$ cat config.mk
export PLATFORM = sky130hd
export DESIGN_NAME = dts_seq
export DESIGN_NICKNAME = d
export VERILOG_FILES = /design/src/dts_pkg.sv /design/src/dts_tick_if.sv /design/src/dts_tick.sv /design/src/dts_seq.sv
export SDC_FILE = /design/constraint.sdc
export NUM_CORES = 2
export LEC_CHECK = 0
export ABC_AREA = 1
export BUFFER_PORTS_ARGS = -buffer_cell sky130_fd_sc_hd__buf_4
export CAP_MARGIN = 20
export CORE_MARGIN = 3
export CORE_UTILIZATION = 25
export CTS_CLUSTER_DIAMETER = 50
export CTS_CLUSTER_SIZE = 8
export DETAILED_ROUTE_END_ITERATION = 16
export PLACE_DENSITY = 0.47
export SETUP_SLACK_MARGIN = 0.3
export SYNTH_ARGS = -nofsm -noshare
export SYNTH_HDL_FRONTEND = slang
export SYNTH_SLANG_ARGS = --single-unit
$ cat constraint.sdc
create_clock -name clk_i -period 14.6 [get_ports clk_i]
set_input_delay 0.73 -clock clk_i [delete_from_list [all_inputs] [get_ports clk_i]]
set_output_delay 0.73 -clock clk_i [all_outputs]
set_load 0.03 [all_outputs]
$ cat src/dts_pkg.sv
// constants, register map and types for the timed digital output sequencer
package dts_pkg;
  // wishbone register map (byte addresses)
  localparam int ADR_W = 9;
  localparam logic [8:0] ADDR_CTRL = 9'h000;
  localparam logic [8:0] ADDR_STAT = 9'h004;
  localparam logic [8:0] ADDR_REM = 9'h008;
  localparam int PAT_SEL_BIT = 8; // adr[8] set selects pattern store
  // control register fields
  localparam int CTRL_RUN = 0;
  localparam int CTRL_EXT = 1;
  localparam int CTRL_SEG = 2;
  localparam int CTRL_SEL_LO = 4;
  localparam logic [5:0] CTRL_RESET = 6'h00;
  // status register fields
  localparam int STAT_OUT = 0;
  localparam int STAT_RUN = 1;
  localparam int STAT_HOLD = 2;
  localparam int STAT_STEP_LO = 4;
  // pattern store shape
  localparam int NUM_PAT = 4;
  localparam int NUM_STEP = 16;
  localparam int IDX_W = 6;
  // duration word: hours, minutes, seconds, tenths
  localparam int DUR_W = 23;
  localparam int HRS_LO = 16;
  localparam int MIN_LO = 10;
  localparam int SEC_LO = 4;
  localparam int TEN_LO = 0;
  localparam int REM_W = 22;
  localparam logic [DUR_W-1:0] DUR_RESET = 23'h000000;
  // tick timing
  localparam int CLK_PERIOD_PS = 5000;
  localparam longint TICK_PERIOD_PS = 64'd100000000000;
  localparam int TICK_CYC = int'(TICK_PERIOD_PS / CLK_PERIOD_PS);
  typedef enum logic [1:0] {ST_IDLE, ST_LOAD, ST_TIME} dts_state_t;
endpackage

$ cat src/dts_tick_if.sv
// tenth-second tick handshake between sequencer and divider
`timescale 1ns/10ps
interface dts_tick_if;
  logic en;
  logic clr;
  logic tick;
  modport seq (output en, output clr, input tick);
  modport div (input en, input clr, output tick);
endinterface

$ cat src/dts_tick.sv
// tenth-second tick divider, frozen while the sequencer holds
`timescale 1ns/10ps
module dts_tick #(
  parameter int TICK_CYC = dts_pkg::TICK_CYC
) (
  // clock and reset
  input wire logic clk_i,
  input wire logic rst_i,
  // sequencer side
  dts_tick_if.div tk
);
  logic [24:0] cnt;

  always_ff @(posedge clk_i) begin
    if (rst_i || tk.clr) begin
      cnt <= 25'h0000000;
    end else if (tk.en) begin
      if (cnt == 25'(TICK_CYC - 1)) begin
        cnt <= 25'h0000000;
      end else begin
        cnt <= cnt + 25'h0000001;
      end
    end
  end

  // tick gated by enable, so a hold can never swallow one
  // count frozen while disabled so resume keeps phase
  assign tk.tick = tk.en && (cnt == 25'(TICK_CYC - 1));

  chk_tick_single: assert property (@(posedge clk_i) disable iff (rst_i)
    tk.tick |=> !tk.tick) else $error("tick lasted more than one cycle");
endmodule

$ cat src/dts_seq.sv
// timed digital output sequencer with wishbone registers
//
// Local design decisions: the Wishbone register port and the register addresses.
`timescale 1ns/10ps
module dts_seq #(
  parameter int TICK_CYC = dts_pkg::TICK_CYC
) (
  // clock and reset
  input wire logic clk_i,
  input wire logic rst_i,
  // wishbone slave
  input wire logic wb_cyc_i,
  input wire logic wb_stb_i,
  input wire logic wb_we_i,
  input wire logic [dts_pkg::ADR_W-1:0] wb_adr_i,
  input wire logic [3:0] wb_sel_i,
  input wire logic [31:0] wb_dat_i,
  output logic [31:0] wb_dat_o,
  output logic wb_ack_o,
  // run sources
  input wire logic run_hold_i,
  input wire logic seg_active_i,
  // switched output
  output logic dout_o
);
  logic [5:0] ctrl;
  logic [dts_pkg::DUR_W-1:0] pat_mem [dts_pkg::NUM_PAT*dts_pkg::NUM_STEP];
  dts_pkg::dts_state_t state;
  logic [3:0] step;
  logic [dts_pkg::REM_W-1:0] rem;
  logic [dts_pkg::REM_W-1:0] dur;
  logic go;
  logic wr_req;
  logic [31:0] wmask;
  logic [dts_pkg::IDX_W-1:0] bus_idx;
  logic [dts_pkg::IDX_W-1:0] run_idx;
  dts_tick_if tk ();

  dts_tick #(.TICK_CYC(TICK_CYC)) u_tick (
    .clk_i(clk_i),
    .rst_i(rst_i),
    .tk(tk)
  );

  // bus access decode; writes land on the ack edge
  assign wr_req = wb_cyc_i && wb_stb_i && wb_we_i && wb_ack_o;
  assign bus_idx = wb_adr_i[7:2];
  assign wmask = {{8{wb_sel_i[3]}}, {8{wb_sel_i[2]}}, {8{wb_sel_i[1]}}, {8{wb_sel_i[0]}}};

  assign go = ctrl[dts_pkg::CTRL_RUN] && (!ctrl[dts_pkg::CTRL_EXT] || run_hold_i)
    && (!ctrl[dts_pkg::CTRL_SEG] || seg_active_i);

  assign run_idx = {ctrl[dts_pkg::CTRL_SEL_LO +: 2], step};

  always_comb begin
    logic [dts_pkg::DUR_W-1:0] w;
    int tot;
    w = pat_mem[run_idx];
    tot = int'(w[dts_pkg::HRS_LO +: 7]) * 36000 + int'(w[dts_pkg::MIN_LO +: 6]) * 600
      + int'(w[dts_pkg::SEC_LO +: 6]) * 10 + int'(w[dts_pkg::TEN_LO +: 4]);
    dur = tot[dts_pkg::REM_W-1:0];
  end

  // single-cycle ack, always answered even for unmapped addresses
  always_ff @(posedge clk_i) begin
    if (rst_i) begin
      wb_ack_o <= 1'b0;
    end else begin
      wb_ack_o <= wb_cyc_i && wb_stb_i && !wb_ack_o;
    end
  end

  always_ff @(posedge clk_i) begin
    if (rst_i) begin
      ctrl <= dts_pkg::CTRL_RESET;
    end else if (wr_req && !wb_adr_i[dts_pkg::PAT_SEL_BIT] && wb_adr_i == dts_pkg::ADDR_CTRL) begin
      ctrl <= (ctrl & ~wmask[5:0]) | (wb_dat_i[5:0] & wmask[5:0]);
    end
  end

  // pattern store, byte-lane merged; no reset so it maps to ram
  always_ff @(posedge clk_i) begin
    if (wr_req && wb_adr_i[dts_pkg::PAT_SEL_BIT]) begin
      pat_mem[bus_idx] <= (pat_mem[bus_idx] & ~wmask[dts_pkg::DUR_W-1:0])
        | (wb_dat_i[dts_pkg::DUR_W-1:0] & wmask[dts_pkg::DUR_W-1:0]);
    end
  end

  // read data, registered with the ack
  always_ff @(posedge clk_i) begin
    if (rst_i) begin
      wb_dat_o <= 32'h00000000;
    end else if (wb_cyc_i && wb_stb_i && !wb_we_i && !wb_ack_o) begin
      if (wb_adr_i[dts_pkg::PAT_SEL_BIT]) begin
        wb_dat_o <= 32'(pat_mem[bus_idx]);
      end else if (wb_adr_i == dts_pkg::ADDR_CTRL) begin
        wb_dat_o <= 32'(ctrl);
      end else if (wb_adr_i == dts_pkg::ADDR_STAT) begin
        wb_dat_o <= 32'({step, 1'b0, !go && state != dts_pkg::ST_IDLE,
          state != dts_pkg::ST_IDLE, dout_o});
      end else if (wb_adr_i == dts_pkg::ADDR_REM) begin
        wb_dat_o <= 32'(rem);
      end else begin
        wb_dat_o <= 32'h00000000;
      end
    end
  end

  // divider runs only while timing; cleared when the run bit drops
  assign tk.en = go && state == dts_pkg::ST_TIME;
  assign tk.clr = !ctrl[dts_pkg::CTRL_RUN];

  // step sequencer
  always_ff @(posedge clk_i) begin
    if (rst_i || !ctrl[dts_pkg::CTRL_RUN]) begin
      state <= dts_pkg::ST_IDLE;
      step <= 4'h0;
      rem <= 22'h000000;
      dout_o <= 1'b0;
    end else begin
      unique case (state)
        dts_pkg::ST_IDLE: begin
          state <= dts_pkg::ST_LOAD;
          step <= 4'h0;
        end
        dts_pkg::ST_LOAD: begin
          if (go) begin
            if (dur == 22'h000000) begin
              step <= step + 4'h1; // wraps past Off 8 too
            end else begin
              dout_o <= !step[0];
              rem <= dur;
              state <= dts_pkg::ST_TIME;
            end
          end
        end
        dts_pkg::ST_TIME: begin
          if (tk.tick) begin
            if (rem == 22'h000001) begin
              // Off 8 wraps to On 1
              step <= step + 4'h1;
              state <= dts_pkg::ST_LOAD;
            end else begin
              rem <= rem - 22'h000001;
            end
          end
        end
      endcase
    end
  end

  chk_out_phase: assert property (@(posedge clk_i) disable iff (rst_i)
    state == dts_pkg::ST_TIME |-> dout_o == !step[0]) else $error("output phase wrong");
  chk_dur_load: assert property (@(posedge clk_i) disable iff (rst_i)
    ctrl[dts_pkg::CTRL_RUN] && state == dts_pkg::ST_LOAD && go && dur != 22'h000000
    |=> state == dts_pkg::ST_TIME && rem == $past(dur)) else $error("duration not loaded");
  chk_step_next: assert property (@(posedge clk_i) disable iff (rst_i)
    ctrl[dts_pkg::CTRL_RUN] && state == dts_pkg::ST_TIME && tk.tick && rem == 22'h000001
    |=> state == dts_pkg::ST_LOAD && step == 4'($past(step) + 4'h1)) else $error("bad advance");
  chk_skip_keep: assert property (@(posedge clk_i) disable iff (rst_i)
    ctrl[dts_pkg::CTRL_RUN] && state == dts_pkg::ST_LOAD && go && dur == 22'h000000
    |=> dout_o == $past(dout_o) && state == dts_pkg::ST_LOAD) else $error("skip changed output");
  chk_wrap_start: assert property (@(posedge clk_i) disable iff (rst_i)
    ctrl[dts_pkg::CTRL_RUN] && state == dts_pkg::ST_TIME && tk.tick && rem == 22'h000001
    && step == 4'hF |=> step == 4'h0) else $error("no wrap after last off");
  // run bit starts at On 1
  chk_run_start: assert property (@(posedge clk_i) disable iff (rst_i)
    state == dts_pkg::ST_IDLE && ctrl[dts_pkg::CTRL_RUN] ##1 ctrl[dts_pkg::CTRL_RUN]
    |-> state == dts_pkg::ST_LOAD && step == 4'h0) else $error("run did not start");
  chk_seg_gate: assert property (@(posedge clk_i) disable iff (rst_i)
    ctrl[dts_pkg::CTRL_SEG] && !seg_active_i |-> !go && !tk.tick) else $error("ran outside seg");
  chk_hold_freeze: assert property (@(posedge clk_i) disable iff (rst_i)
    ctrl[dts_pkg::CTRL_RUN] && !go && state == dts_pkg::ST_TIME ##1 ctrl[dts_pkg::CTRL_RUN]
    |-> rem == $past(rem) && dout_o == $past(dout_o)) else $error("hold did not freeze");
  // bus ack is a single pulse
  chk_ack_pulse: assert property (@(posedge clk_i) disable iff (rst_i)
    wb_ack_o |=> !wb_ack_o) else $error("ack held too long");

  cov_skip: cover property (@(posedge clk_i) disable iff (rst_i)
    state == dts_pkg::ST_LOAD && go && dur == 22'h000000);
  cov_wrap: cover property (@(posedge clk_i) disable iff (rst_i)
    state == dts_pkg::ST_TIME && tk.tick && rem == 22'h000001 && step == 4'hF);
  cov_hold: cover property (@(posedge clk_i) disable iff (rst_i)
    state == dts_pkg::ST_TIME && ctrl[dts_pkg::CTRL_RUN] && !go);
endmodule

==> flow_summary_export.csv <==
group,metric,value,unit
run_status,status,"finished, final reports clean",
cts,htreeDepth,4,
power_and_ir_drop,switching_share,0.2411,
routing,ant_nets,0,
floorplan,start_util,0.2523,
yosys,synth_seq_cells,1556,
critical_path,worstRegToRegCells,35,
cells_and_area,nets,8071,
critical_path,path_depth,35,
critical_path,regToRegStartpoint,"step[0]$_SDFFE_PP0P_",
critical_path,cp.required,15.31,ns
sta,clock_skew,0.08126,ns
yosys,synth-xor-area-share,0.005258,
cts,clk_pin_slew_worst_paths,0.05,ns
floorplan,die-width,565.6,um
routing,vias,67410,
critical_path,crit_family,"simple AND/OR/NAND/NOR gates",
power_and_ir_drop,combinationalPowerShare,0.063,
yosys,syn-cell-area,0.07829,mm^2
global_routing,globalRoute.totalOverflow,0,
critical_path,crit_path_end,"rem[12]$_SDFFE_PP0P_",
run,maxCapViolCount,0,
cts,cts_setup_buffers,0,
power_and_ir_drop,power_switching,2576,uW
floorplan,dieHeight,565.6,um
cts,cts_resized,0,
yosys,synth_cell_types,61,
cts,insertion_delay,0.89,ns
yosys,synth-edff-count,1472,
cells_and_area,drive_above_1_share,0.08943,
power_and_ir_drop,power_frac_seq,0.465,
place,portBuffers,66,
sta,period_needed,10.19,ns
sta,final.setup.worst_slack,4.412,ns
critical_path,max_stage_delay,0.81,ns
yosys,synth.largest_area_cell,"edfxtp_1",
cts,cts_tree,"done",
sta,worstMarginPinSlew,1.208,ns
critical_path,arrival,10.90,ns
place,pre_cts_ws,4.519,ns
yosys,yosys.area_share.simple,0.1248,
yosys,synthMuxAreaShare,0.0003835,
sta,setup_viol,0,
critical_path,critPathLaunchType,"register",
yosys,synth_top_area_share,0.5646,
routing,avgRoutedWirePerCell,28.01,um
floorplan,die_area,0.3199,mm^2
power_and_ir_drop,leakagePower,0.03016,uW
cells_and_area,nFillCells,31940,
power_and_ir_drop,p_int,8108,uW
power_and_ir_drop,ir_drop,0.09710,mV
power_and_ir_drop,clockPowerShare,0.472,
sta,relSlewSlack,0.1864,
sta,fmax,0.09815,GHz
min_path,hold_class,"in2reg",
routing,dr.pass1.iters,7,
yosys,postSynthAreaPerCell,9.806,um^2
cts,clockRootBuffer,"clkbuf_16",
cells_and_area,final_cell_mix,"1472 x edfxtp_1, 1354 x o21ai_0, 1085 x nor2_1",
global_routing,antenna_found_initial,28,
global_routing,grt_pass1_vias,64580,
critical_path,crit_path_end_kind,"register",
floorplan,rows,204,
sta,hold_viol_final,0,
critical_path,r2r_setup_slack,4.41,ns
place,hpwl,196300,um
floorplan,core_area,0.3104,mm^2
yosys,async_flop_share,0,
routing,drtIter0Drc,9574,
yosys,synth_top_family_by_area,"compound AO/OA/AOI/OAI gates",
yosys,synthTopCellsByArea,"edfxtp_1 56%, o21ai_0 8.7%, nor2_1 5.5%",
global_routing,grt_usage,0.2047,
critical_path,crit_type,"reg2reg",
global_routing,grt_pass1_wl,474700,um
yosys,yosysWarnings,0,
critical_path,path_buf_inv,4,
cells_and_area,synthToLayoutAreaGrowth,15.96,%
cts,cts_buffers,235,
critical_path,cp-startpoint,"step[0]$_SDFFE_PP0P_",
routing,vias_per_cell,5.556,
routing,drt_wl_total,339800,um
yosys,yosys.area_share.adder,0.02100,
sta,tns,0,ns
sta,slew_violations,0,
cells_and_area,final_common_cell,"edfxtp_1",
floorplan,ios,86,
yosys,synthCells,7984,
power_and_ir_drop,powerDensity,117.7,mW/mm^2
yosys,synth_compound_area_frac,0.2047,
sta,fin_crit_sh,0.6978,
routing,route.detailed.drc,0,
critical_path,critPathSlowestCell,"buf_4",
yosys,synthFlopType,"edfxtp_1",
cts,cts.hold.buffers_added,0,
global_routing,grt_max_degree,123,
cts,clock_sinks,1556,
yosys,seq_area_frac_synth,0.5860,
cts,cts_buffer_depth,3,
critical_path,path_max_fanout,86,
critical_path,reg2reg_to,"rem[12]$_SDFFE_PP0P_",
place,gp_congestion,0.8759,
sta,rsz0062_at_grt,"false",
[final cells by class]
| type | count | area [um^2] | share of cell area |
|---|---|---|---|
| diodes | 7 | 17.52 | 0.0001929 |
| clock buffers | 284 | 6170 | 0.06796 |
| clock inverters | 60 | 608.1 | 0.006698 |
| inverters | 505 | 1967 | 0.02166 |
| multi-input cells | 5309 | 28540 | 0.3144 |
| flip-flops and latches | 1556 | 45900 | 0.5056 |
| well taps | 4120 | 5155 | 0.05678 |
| repair buffers | 292 | 2426 | 0.02672 |
[worst register-to-register path: cells and delay by family, from the launching register on]
kind,cells,cell delay (ns)
simple gates,14,2.62
fa+ha+maj,7,2.28
buf+inv,4,1.83
compound gates,9,2.33
xor+xnor,1,0.16
flops,1,0.80
[metal layers]
layer,wire length (um),part of all wire,up-vias,global-route usage
li1,-,-,28900,-
met1,137100,0.40,33480,0.2719
met2,149300,0.44,4199,0.3169
met3,34860,0.10,820,0.04043
met4,18550,0.055,8,0.1028
met5,60,0.00018,-,0
[cells in the mapped netlist (122+ instances only)]
cell and n:
edfxtp_1 1472, o22ai_1 130, nor2_1 1150, nand2_1 956
a21oi_1 452, o21ai_0 1360, clkbuf_1 409, o221ai_1 153
buf_2 122, nand3_1 222, a221oi_1 251, o211ai_1 158
inv_1 487
[power by group through the flow]
stage	sequential (uW)	clock, uW	combinational, uW
after global placement	5060	0	646
after floorplan	5070	0	298
final	4970	5040	670
after CTS	4970	5110	654
after detailed placement	5060	0	653
after global routing	4970	5310	692
[cells by family after synthesis]
logic type               count (synthesis)
AO/OA/AOI/OAI                         2683
XOR/XNOR                                47
AND/OR/NAND/NOR                       2447
multiplexers                             3
flip-flops                            1556
other                                    1
buffers and inverters                 1127
adder cells (fa/ha/maj)                120
[flip-flops by register name, summed over array words and instances (netlist names), named ones only]
register    count
step            4
state           2
dout_o          1
pat_mem      1472
wb_ack_o        1
wb_dat_o       23
u_tick.cnt     25
rem            22
[worst min-delay path by stage]
stage / startpoint / to / slack, ns / depth (start not counted)
after floorplan: u_tick.cnt[21]$_SDFFE_PP0P_ / u_tick.cnt[21]$_SDFFE_PP0P_ / 0.44 / 2
after global placement: u_tick.cnt[21]$_SDFFE_PP0P_ / u_tick.cnt[21]$_SDFFE_PP0P_ / 0.45 / 2
after detailed placement: u_tick.cnt[23]$_SDFFE_PP0P_ / u_tick.cnt[23]$_SDFFE_PP0P_ / 0.46 / 2
after CTS: wb_stb_i / wb_ack_o$_SDFF_PP0_ / 0.06 / 3
after global routing: wb_stb_i / wb_ack_o$_SDFF_PP0_ / 0.11 / 3
final: wb_stb_i / wb_ack_o$_SDFF_PP0_ / 0.13 / 3
[stage by stage]
| step | power [uW] | area, um^2 | hold WS [ns] | utilization | instances |
|---|---|---|---|---|---|
| floorplan | 5370 | 78320 | 0.4386 | - | 7992 |
| finish | 10680 | 90790 | 0.1293 | 0.2925 | 12130 |
| CTS | 10740 | 90690 | 0.06237 | 0.2922 | 12120 |
| global route | 10970 | 90770 | 0.1124 | 0.2925 | 12130 |
| detailed placement | 5712 | 83910 | 0.4585 | 0.2703 | 11780 |
| global placement | 5704 | 83860 | 0.4536 | 0.2702 | 11780 |
Power figures use the tool's default switching activity.
